**src/logic/counter_array_pkg.sv**
```systemverilog
package counter_array_pkg;
  localparam int NUM_MODULES = 5;
  // Register addresses on the special function register bus
  localparam logic [7:0] ADDR_ARRAY_CONTROL = 8'hd8;
  localparam logic [7:0] ADDR_ARRAY_MODE = 8'hd9;
  localparam logic [7:0] ADDR_MODULE_MODE_BASE = 8'hda;
  localparam logic [7:0] ADDR_COUNTER_LOW = 8'he9;
  localparam logic [7:0] ADDR_COUNTER_HIGH = 8'hf9;
  localparam logic [7:0] ADDR_COMPARE_LOW_BASE = 8'hea;
  localparam logic [7:0] ADDR_COMPARE_HIGH_BASE = 8'hfa;
  // Control register fields
  localparam int CTRL_OVF_BIT = 7;
  localparam int CTRL_RUN_BIT = 6;
  localparam logic [7:0] CTRL_RESET = 8'h00;
  // Mode register fields
  localparam int MODE_IDLE_BIT = 7;
  localparam int MODE_TB_HI_BIT = 2;
  localparam int MODE_TB_LO_BIT = 1;
  localparam int MODE_OVF_IRQ_BIT = 0;
  localparam logic [7:0] MODE_RESET = 8'h00;
  // Module mode fields
  localparam int MM_COMP_BIT = 6;
  localparam int MM_RISE_BIT = 5;
  localparam int MM_FALL_BIT = 4;
  localparam int MM_MATCH_BIT = 3;
  localparam int MM_TOGGLE_BIT = 2;
  localparam int MM_PWM_BIT = 1;
  localparam int MM_IRQ_BIT = 0;
  localparam logic [7:0] MM_WRITE_MASK = 8'h7f;
  localparam logic [7:0] MODULE_RESET = 8'h00;
  // Timebase selections
  localparam logic [1:0] TB_DIV12 = 2'h0;
  localparam logic [1:0] TB_DIV4 = 2'h1;
  localparam logic [1:0] TB_TIMER0 = 2'h2;
  localparam logic [1:0] TB_EXT = 2'h3;
  localparam logic [3:0] PRESC_DIV12_LAST = 4'hb;
  localparam logic [3:0] PRESC_DIV4_LAST = 4'h3;
  // External count accepted at most once per four system clocks
  localparam logic [1:0] EXT_GAP_LAST = 2'h3;
endpackage

```
**src/logic/programmable_counter_array.sv**
```systemverilog
// What this block does
// - One 16-bit counter, five compare modules, lines
// - Timebase: div12, div4, timer0, external falls
// - Counter runs only while run bit set
// - Wrap from all ones sets overflow flag
// - Overflow requests interrupt only when enabled
// - Overflow flag stays until software clears
// - Low read latches high byte; reads harmless
// - Idle suspend bit halts counter during idle
// - Selected line edges capture the count
// - Capture sets sticky module flag, may interrupt
// - Comparator and match enabled: equality sets flag
// - Toggle mode inverts line on each match
// - PWM: set on low match, clear on wrap
// - PWM reloads low compare from high on wrap
// - Module flag interrupts only when enabled
`timescale 1ns/100ps
module programmable_counter_array
(
  input wire logic sys_clk_in,
  input wire logic rst_n_in,
  input wire logic clk_en_in,
  input wire logic [7:0] sfr_addr_in,
  input wire logic [7:0] sfr_wdata_in,
  input wire logic sfr_wr_in,
  input wire logic sfr_rd_in,
  output logic [7:0] sfr_rdata_out,
  input wire logic core_idle_in,
  input wire logic timer0_ovf_in,
  input wire logic ext_count_input_in,
  input wire logic [4:0] module_line_in,
  output logic [4:0] module_line_out,
  output logic [4:0] module_line_oe_out,
  output logic irq_out
);
  localparam int N = counter_array_pkg::NUM_MODULES;

  logic [15:0] count_reg;
  logic [15:0] count_next;
  logic counter_moved_reg;
  logic [7:0] latched_high_reg;
  logic [7:0] rdata_reg;
  logic [7:0] rd_mux;
  logic [3:0] presc_reg;
  logic [3:0] presc_next;
  logic [1:0] ext_gap_reg;
  logic [1:0] ext_gap_next;
  logic ext_prev_reg;
  logic [N:0] sync1_reg;
  logic [N:0] sync2_reg;
  logic ovf_flag_reg;
  logic run_reg;
  logic [N-1:0] event_flags_reg;
  logic idle_suspend_reg;
  logic [1:0] tb_sel_reg;
  logic ovf_irq_en_reg;
  logic irq_reg;
  logic ovf_flag_next;
  logic [N-1:0] event_flags_next;
  logic [7:0] mod_mode [N];
  logic [7:0] mod_low [N];
  logic [7:0] mod_high [N];
  logic [N-1:0] mod_event;
  logic [N-1:0] mod_irq_en;
  logic [N-1:0] mod_line;
  logic [N-1:0] mod_oe;
  // Drive enables registered so the pins never see a decode glitch
  logic [N-1:0] line_oe_reg;

  // Register decode
  wire wr_ctrl = sfr_wr_in && (sfr_addr_in == counter_array_pkg::ADDR_ARRAY_CONTROL);
  wire wr_mode = sfr_wr_in && (sfr_addr_in == counter_array_pkg::ADDR_ARRAY_MODE);
  wire rd_low = sfr_rd_in && (sfr_addr_in == counter_array_pkg::ADDR_COUNTER_LOW);
  wire [7:0] mm_idx = sfr_addr_in - counter_array_pkg::ADDR_MODULE_MODE_BASE;
  wire [7:0] lo_idx = sfr_addr_in - counter_array_pkg::ADDR_COMPARE_LOW_BASE;
  wire [7:0] hi_idx = sfr_addr_in - counter_array_pkg::ADDR_COMPARE_HIGH_BASE;

  // Synchronised inputs: the line inputs and the external count
  wire [N-1:0] line_sync = sync2_reg[N-1:0];
  wire ext_sync = sync2_reg[N];
  wire ext_fall = ext_prev_reg & ~ext_sync;
  // Hold-off keeps external counting at or below a quarter of the clock
  wire ext_tick = ext_fall && (ext_gap_reg == 2'h0);
  wire [3:0] presc_last = (tb_sel_reg == counter_array_pkg::TB_DIV12) ?
    counter_array_pkg::PRESC_DIV12_LAST : counter_array_pkg::PRESC_DIV4_LAST;
  wire presc_tick = presc_reg >= presc_last;

  logic tb_tick;
  always_comb
  begin
    unique case (tb_sel_reg)
      counter_array_pkg::TB_DIV12: tb_tick = presc_tick;
      counter_array_pkg::TB_DIV4: tb_tick = presc_tick;
      counter_array_pkg::TB_TIMER0: tb_tick = timer0_ovf_in;
      counter_array_pkg::TB_EXT: tb_tick = ext_tick;
    endcase
  end

  wire idle_hold = idle_suspend_reg & core_idle_in;
  wire advance = tb_tick & run_reg & ~idle_hold;
  wire wrap = advance && (count_reg == 16'hffff);

  assign presc_next = presc_tick ? 4'h0 : presc_reg + 4'h1;
  assign ext_gap_next = ext_tick ? counter_array_pkg::EXT_GAP_LAST :
    ((ext_gap_reg != 2'h0) ? ext_gap_reg - 2'h1 : 2'h0);
  assign count_next = advance ? count_reg + 16'h0001 : count_reg;

  // Hardware set wins over a software clear in the same cycle
  assign ovf_flag_next = wrap |
    (wr_ctrl ? sfr_wdata_in[counter_array_pkg::CTRL_OVF_BIT] : ovf_flag_reg);
  assign event_flags_next = mod_event |
    (wr_ctrl ? sfr_wdata_in[N-1:0] : event_flags_reg);

  genvar g;
  generate
    for (g = 0; g < N; g++)
    begin : gen_mod
      capture_compare_unit u_unit
      (
        .sys_clk_in(sys_clk_in),
        .rst_n_in(rst_n_in),
        .clk_en_in(clk_en_in),
        .counter_in(count_reg),
        .counter_moved_in(counter_moved_reg),
        .line_sync_in(line_sync[g]),
        .mode_wr_in(sfr_wr_in && (mm_idx == 8'(g))),
        .low_wr_in(sfr_wr_in && (lo_idx == 8'(g))),
        .high_wr_in(sfr_wr_in && (hi_idx == 8'(g))),
        .wdata_in(sfr_wdata_in),
        .mode_out(mod_mode[g]),
        .cmp_low_out(mod_low[g]),
        .cmp_high_out(mod_high[g]),
        .event_out(mod_event[g]),
        .line_out(mod_line[g]),
        .line_oe_out(mod_oe[g])
      );
      assign mod_irq_en[g] = mod_mode[g][counter_array_pkg::MM_IRQ_BIT];
    end
  endgenerate

  assign module_line_out = mod_line;
  assign module_line_oe_out = line_oe_reg;

  // Read mux; unmapped addresses read zero
  always_comb
  begin
    rd_mux = 8'h00;
    if (sfr_addr_in == counter_array_pkg::ADDR_ARRAY_CONTROL)
      rd_mux = {ovf_flag_reg, run_reg, 1'b0, event_flags_reg};
    else if (sfr_addr_in == counter_array_pkg::ADDR_ARRAY_MODE)
      rd_mux = {idle_suspend_reg, 4'h0, tb_sel_reg, ovf_irq_en_reg};
    else if (sfr_addr_in == counter_array_pkg::ADDR_COUNTER_LOW)
      rd_mux = count_reg[7:0];
    else if (sfr_addr_in == counter_array_pkg::ADDR_COUNTER_HIGH)
      rd_mux = latched_high_reg;
    for (int i = 0; i < N; i++)
    begin
      if (mm_idx == 8'(i))
        rd_mux = mod_mode[i];
      if (lo_idx == 8'(i))
        rd_mux = mod_low[i];
      if (hi_idx == 8'(i))
        rd_mux = mod_high[i];
    end
  end

  // Enabled overflow and module flags share one request line
  wire irq_next = (ovf_flag_reg & ovf_irq_en_reg) |
    (|(event_flags_reg & mod_irq_en));

  always_ff @(posedge sys_clk_in)
  begin
    if (!rst_n_in)
    begin
      sync1_reg <= '0;
      sync2_reg <= '0;
      ext_prev_reg <= 1'b0;
      ext_gap_reg <= 2'h0;
      presc_reg <= 4'h0;
      count_reg <= 16'h0000;
      counter_moved_reg <= 1'b0;
      latched_high_reg <= 8'h00;
      rdata_reg <= 8'h00;
      irq_reg <= 1'b0;
      line_oe_reg <= '0;
    end
    else if (clk_en_in)
    begin
      sync1_reg <= {ext_count_input_in, module_line_in};
      sync2_reg <= sync1_reg;
      ext_prev_reg <= ext_sync;
      ext_gap_reg <= ext_gap_next;
      presc_reg <= presc_next;
      count_reg <= count_next;
      counter_moved_reg <= advance;
      if (rd_low)
        latched_high_reg <= count_reg[15:8];
      if (sfr_rd_in)
        rdata_reg <= rd_mux;
      irq_reg <= irq_next;
      line_oe_reg <= mod_oe;
    end
  end

  always_ff @(posedge sys_clk_in)
  begin
    if (!rst_n_in)
    begin
      ovf_flag_reg <= counter_array_pkg::CTRL_RESET[counter_array_pkg::CTRL_OVF_BIT];
      run_reg <= counter_array_pkg::CTRL_RESET[counter_array_pkg::CTRL_RUN_BIT];
      event_flags_reg <= counter_array_pkg::CTRL_RESET[N-1:0];
      idle_suspend_reg <= counter_array_pkg::MODE_RESET[counter_array_pkg::MODE_IDLE_BIT];
      tb_sel_reg <= counter_array_pkg::MODE_RESET[counter_array_pkg::MODE_TB_HI_BIT:
        counter_array_pkg::MODE_TB_LO_BIT];
      ovf_irq_en_reg <= counter_array_pkg::MODE_RESET[counter_array_pkg::MODE_OVF_IRQ_BIT];
    end
    else if (clk_en_in)
    begin
      ovf_flag_reg <= ovf_flag_next;
      event_flags_reg <= event_flags_next;
      if (wr_ctrl)
        run_reg <= sfr_wdata_in[counter_array_pkg::CTRL_RUN_BIT];
      if (wr_mode)
      begin
        idle_suspend_reg <= sfr_wdata_in[counter_array_pkg::MODE_IDLE_BIT];
        tb_sel_reg <= sfr_wdata_in[counter_array_pkg::MODE_TB_HI_BIT:
          counter_array_pkg::MODE_TB_LO_BIT];
        ovf_irq_en_reg <= sfr_wdata_in[counter_array_pkg::MODE_OVF_IRQ_BIT];
      end
    end
  end

  assign sfr_rdata_out = rdata_reg;
  assign irq_out = irq_reg;
endmodule // programmable_counter_array

```
**src/logic/capture_compare_unit.sv**
```systemverilog
`timescale 1ns/100ps
module capture_compare_unit
(
  input wire logic sys_clk_in,
  input wire logic rst_n_in,
  input wire logic clk_en_in,
  input wire logic [15:0] counter_in,
  input wire logic counter_moved_in,
  input wire logic line_sync_in,
  input wire logic mode_wr_in,
  input wire logic low_wr_in,
  input wire logic high_wr_in,
  input wire logic [7:0] wdata_in,
  output logic [7:0] mode_out,
  output logic [7:0] cmp_low_out,
  output logic [7:0] cmp_high_out,
  output logic event_out,
  output logic line_out,
  output logic line_oe_out
);
  logic [7:0] mode_reg;
  logic [7:0] low_reg;
  logic [7:0] high_reg;
  logic line_reg;
  logic prev_reg;
  logic [7:0] low_next;
  logic [7:0] high_next;
  logic line_next;

  wire comp_en = mode_reg[counter_array_pkg::MM_COMP_BIT];
  wire rise_en = mode_reg[counter_array_pkg::MM_RISE_BIT];
  wire fall_en = mode_reg[counter_array_pkg::MM_FALL_BIT];
  wire match_en = mode_reg[counter_array_pkg::MM_MATCH_BIT];
  wire toggle_en = mode_reg[counter_array_pkg::MM_TOGGLE_BIT];
  wire pwm_en = mode_reg[counter_array_pkg::MM_PWM_BIT];
  wire rise_edge = line_sync_in & ~prev_reg;
  wire fall_edge = ~line_sync_in & prev_reg;
  wire capture = (rise_en & rise_edge) | (fall_en & fall_edge);
  // Compare only on a fresh count, so a stalled counter toggles once
  wire full_match = counter_moved_in && (counter_in == {high_reg, low_reg});
  wire match_hit = comp_en & match_en & full_match;
  wire hso_toggle = match_hit & toggle_en;
  wire pwm_mode = comp_en & pwm_en;
  wire low_wrap = counter_moved_in && (counter_in[7:0] == 8'h00);
  wire pwm_set = pwm_mode && counter_moved_in && (counter_in[7:0] == low_reg);

  assign event_out = capture | match_hit;
  assign mode_out = mode_reg;
  assign cmp_low_out = low_reg;
  assign cmp_high_out = high_reg;
  assign line_out = line_reg;
  assign line_oe_out = pwm_mode | (comp_en & match_en & toggle_en);

  always_comb
  begin
    low_next = low_reg;
    high_next = high_reg;
    if (capture)
    begin
      low_next = counter_in[7:0];
      high_next = counter_in[15:8];
    end
    else
    begin
      if (low_wr_in)
        low_next = wdata_in;
      else if (pwm_mode && low_wrap)
        low_next = high_reg;
      if (high_wr_in)
        high_next = wdata_in;
    end
  end

  // Match wins over wrap so a compare byte of zero gives a steady high
  always_comb
  begin
    line_next = line_reg;
    if (pwm_mode)
    begin
      if (pwm_set)
        line_next = 1'b1;
      else if (low_wrap)
        line_next = 1'b0;
    end
    else if (hso_toggle)
      line_next = ~line_reg;
  end

  always_ff @(posedge sys_clk_in)
  begin
    if (!rst_n_in)
    begin
      mode_reg <= counter_array_pkg::MODULE_RESET;
      low_reg <= 8'h00;
      high_reg <= 8'h00;
      line_reg <= 1'b0;
      prev_reg <= 1'b0;
    end
    else if (clk_en_in)
    begin
      if (mode_wr_in)
        mode_reg <= wdata_in & counter_array_pkg::MM_WRITE_MASK;
      low_reg <= low_next;
      high_reg <= high_next;
      line_reg <= line_next;
      prev_reg <= line_sync_in;
    end
  end
endmodule // capture_compare_unit

```
**config.mk**
```make
export PLATFORM = sky130hd
export DESIGN_NAME = programmable_counter_array
export DESIGN_NICKNAME = d
export VERILOG_FILES = /design/src/logic/counter_array_pkg.sv /design/src/logic/programmable_counter_array.sv /design/src/logic/capture_compare_unit.sv
export SDC_FILE = /design/constraint.sdc
export NUM_CORES = 1
export LEC_CHECK = 0
export ABC_AREA = 1
export BUFFER_PORTS_ARGS = -buffer_cell sky130_fd_sc_hd__buf_2
export CAP_MARGIN = 15
export CORE_ASPECT_RATIO = 2
export CORE_MARGIN = 2
export CORE_UTILIZATION = 50
export DETAILED_ROUTE_END_ITERATION = 7
export PLACE_DENSITY = 0.67
export REMOVE_ABC_BUFFERS = 1
export SYNTH_ARGS = -nofsm -noshare
export SYNTH_HDL_FRONTEND = slang
export SYNTH_HIERARCHICAL = 1
export SYNTH_SLANG_ARGS = --single-unit
```
**constraint.sdc**
```tcl
create_clock -name sys_clk_in -period 4.4 [get_ports sys_clk_in]
set_input_delay 1.1 -clock sys_clk_in [delete_from_list [all_inputs] [get_ports sys_clk_in]]
set_output_delay 1.1 -clock sys_clk_in [all_outputs]
set_load 0.005 [all_outputs]
```
==> key figures <==
Routing
  – Drt initial violations: between 1k and 1.5k
  – Vias per cell: 5.57
  – Via count: 13.6k
  – Wirelength per Cell: 19.3 um
  – Routed WL: 47.1 mm
  – DRC Markers: 0
  – Post-DRT Antenna Nets: 0
  – Pre-antenna DRT Iters: 8

Logic synthesis
  – Sequential area share after synthesis: 30.1%
  – Distinct cells, synth: 49
  – Adder-Cell Fraction of Synth Area: less than 1%
  – Top cells by area, synth: dfxtp_1, nand2_1, inv_1, nor2_1, a21oi_1
  – Top-count cell post-synth: nand2_1
  – Synth Register Bits: between 150 and 200
  – Post-synth top area cell: dfxtp_1
  – Post-Synth XOR/XNOR Area: 1.84%
  – Synth Area in Simple Gates: around a third
  – Mean Syn Cell Area: 6.27 sq um
  – Largest family of logic cells by synthesized area: simple AND/OR/NAND/NOR gates
  – Post-synthesis mux area share: 0%
  – Post-Syn Area: 12900 sq um
  – Synth cell count leaders: nand2_1, inv_1, nor2_1, dfxtp_1, a21oi_1
  – Top_reg_cell synth: dfxtp_1
  – Synthesis Warnings: 6
  – Post-synth EDFFs: 0
  – Post-synth top area share: 30.1%
  – Async S/R FF share, synth: 0%
  – Compound-cell area share of the yosys netlist: 20.5%
  – Synthesized netlist cell count: 2055

CTS
  – Hold buffer count at cts: 0
  – Longest Clk Path Bufs: 2
  – H-tree depth: 4
  – CTS clk-pin slew, worst paths: 0.07 ns
  – Clock Latency Late Sink: 0.47 ns
  – Root Buffer: clkbuf_16
  – Post-CTS repair timing setup buffer count: 0
  – CTS Buf Count: 17
  – Clk sinks: 194
  – Post-CTS sizing: 0
  – CTS tree: built

Worst setup path
  – Buf/Inv on CP: 5
  – Worst-path cell with the longest stage delay: nor2_1
  – Critical path peak fanout: 9
  – Top cell family by delay on the critical path: simple AND/OR/NAND/NOR gates
  – Critical path cell sequence: buf_2, inv_2, ha_1, inv_1, nand2_1, nand2_1, a21oi_1, nand2_1, nor2_4, nand2_4, nor2_2, inv_1, nor2_1, nor2_8, o21ai_4, nand2_4, inv_8, nand2_2, a21oi_2
  – CP peak stage delay: 0.37 ns
  – Crit end category: flop
  – Critical Path Source Type: input port
  – WS Path Type: in -> reg
  – WP data required: 4.80 ns
  – Crit path DAT: 3.74 ns
  – Top cell by count, worst path: nand2_1

Placed design
  – Place WS: 0.652 ns
  – Area of placed instances: 13300 sq um
  – DPL Wire Length: 35.2 mm
  – Total placed cells including tap cells: between 2k and 2.5k
  – Final GP Congestion: 1.03
  – Port Buffers: 47

Floorplanning
  – Area of the die: 27100 sq um
  – Die Ht: 231 um
  – # IOs: 48
  – Starting density of the core: roughly half
  – Core ar.: between 20000 and 30000 sq um
  – Die width: between 100 and 150 um
  – Num rows: 83

Power and ir drop
  – Comb pwr share: 6.9%
  – Flop pwr share: roughly 47%
  – Tot Pwr: 3.80 mW
  – Total internal power: between 2 and 3 mW
  – Pwr per Cell Area: 272 nW/um^2
  – Switching Fraction: 25.8%
  – VDD IR max: 302 uV
  – Leak: 5.94 nW
  – Clock share of power: 46.0%
  – Psw: 0.980 mW

Layout
  – Non-filler instance count after layout: ~2.4k
  – Final #Nets: 2115
  – Antenna cells: 0
  – Final instance area: 14000 sq um
  – Proportion of layout cells with a drive suffix above 1: approximately an eighth
  – Layout area overhead: 8.56%
  – FILL cells: 2665
  – Final Util: 54.8%

Global route
  – First-pass GRT wire length: between 70 and 80 mm
  – Initial antenna violation count: 0
  – Vias in the first global route: 13.1k
  – Largest net degree at the start of global routing: 43
  – GRT Total Usage: 34.7%
  – Grt total ovfl: 0

Timing
  – Final hold violation count: 0
  – Hold_ws: 0.448 ns
  – Worst Skew: roughly 0.011 ns
  – Final setup fails: 0
  – Setup_tns: 0 ns
  – Fmax: 0.300 GHz
  – RSZ-0062 raised after global routing: no
  – Worst-Margin Slew: 1.12 ns
  – Minimum clock period after layout: 3.34 ns
  – Fin crit share: 75.9%
  – Pins Over Slew Limit: 0
  – PnR worst setup slack: 1.06 ns
  – Worst rel slew slack: 25.0%

Outcome
  – Status: finished, final reports clean

Worst hold path
  – Worst min path class: reg -> reg

Flow run
  – Max_cap viols: 0
==> layer usage <==
layer	vias up	GRT usage [%]	routed length, um
met5	-	0	0
met4	0	34.0	5280
met3	242	6.10	2700
met2	576	60.7	22800
li1	6617	-	-
met1	6122	33.9	16300
==> kinds of logic (layout without fill, tap and decap cells) <==
kind of cell    count (synthesis)  after routing
xor+xnor                       27             27
compound gates                436            436
fa+ha+maj                       4              4
flops                         194            194
simple gates                  992            992
other cells                     5              5
buf+inv                       397            437
==> cell type report <==
type | count | area (sq um) | area share (%)
inverters | 337 | 1320 | 9.40
repair buffers | 68 | 408 | 2.92
clock inverters | 13 | 198 | 1.41
flip-flops and latches | 194 | 3880 | 27.8
clock buffers | 19 | 443 | 3.17
multi-input cells | 1464 | 7320 | 52.3
well taps | 340 | 425 | 3.04
==> worst min-delay path, stage by stage, from the launching register on <==
cell and delay, ns:
dfxtp_1 0.31, inv_1 0.05, a21oi_1 0.05
==> power groups by stage <==
stage	clock network (mW)	logic (mW)	registers, mW
floorplan	0	0.136	1.83
finish	1.75	0.261	1.79
global route	1.82	0.283	1.79
CTS	1.77	0.256	1.79
global placement	0	0.253	1.83
detailed placement	0	0.256	1.83
==> cells in the final DEF (no fill, tap or decap), types with 46 or more instances in the layout <==
cell type	n
nand2_1	485
inv_1	300
nor2_1	279
dfxtp_1	194
a21oi_1	116
o21ai_0	111
nand3_1	81
a211oi_1	66
buf_2	46
==> worst paths after layout <==
path	startpoint	to	slack, ns	cells after the start
setup / recovery	sfr_addr_in[1]	gen_mod[4].u_unit/cmp_low_out[1]$_SDFFE_PN0P_	1.06	19
hold / removal	latched_high_reg[0]$_SDFFE_PN0P_	latched_high_reg[0]$_SDFFE_PN0P_	0.45	2
setup reg to reg	count_reg[2]$_SDFFE_PN0P_	count_reg[15]$_SDFFE_PN0P_	1.52	10
hold reg to reg	latched_high_reg[0]$_SDFFE_PN0P_	latched_high_reg[0]$_SDFFE_PN0P_	0.45	2
No activity file was read; power rests on OpenSTA's default activity.
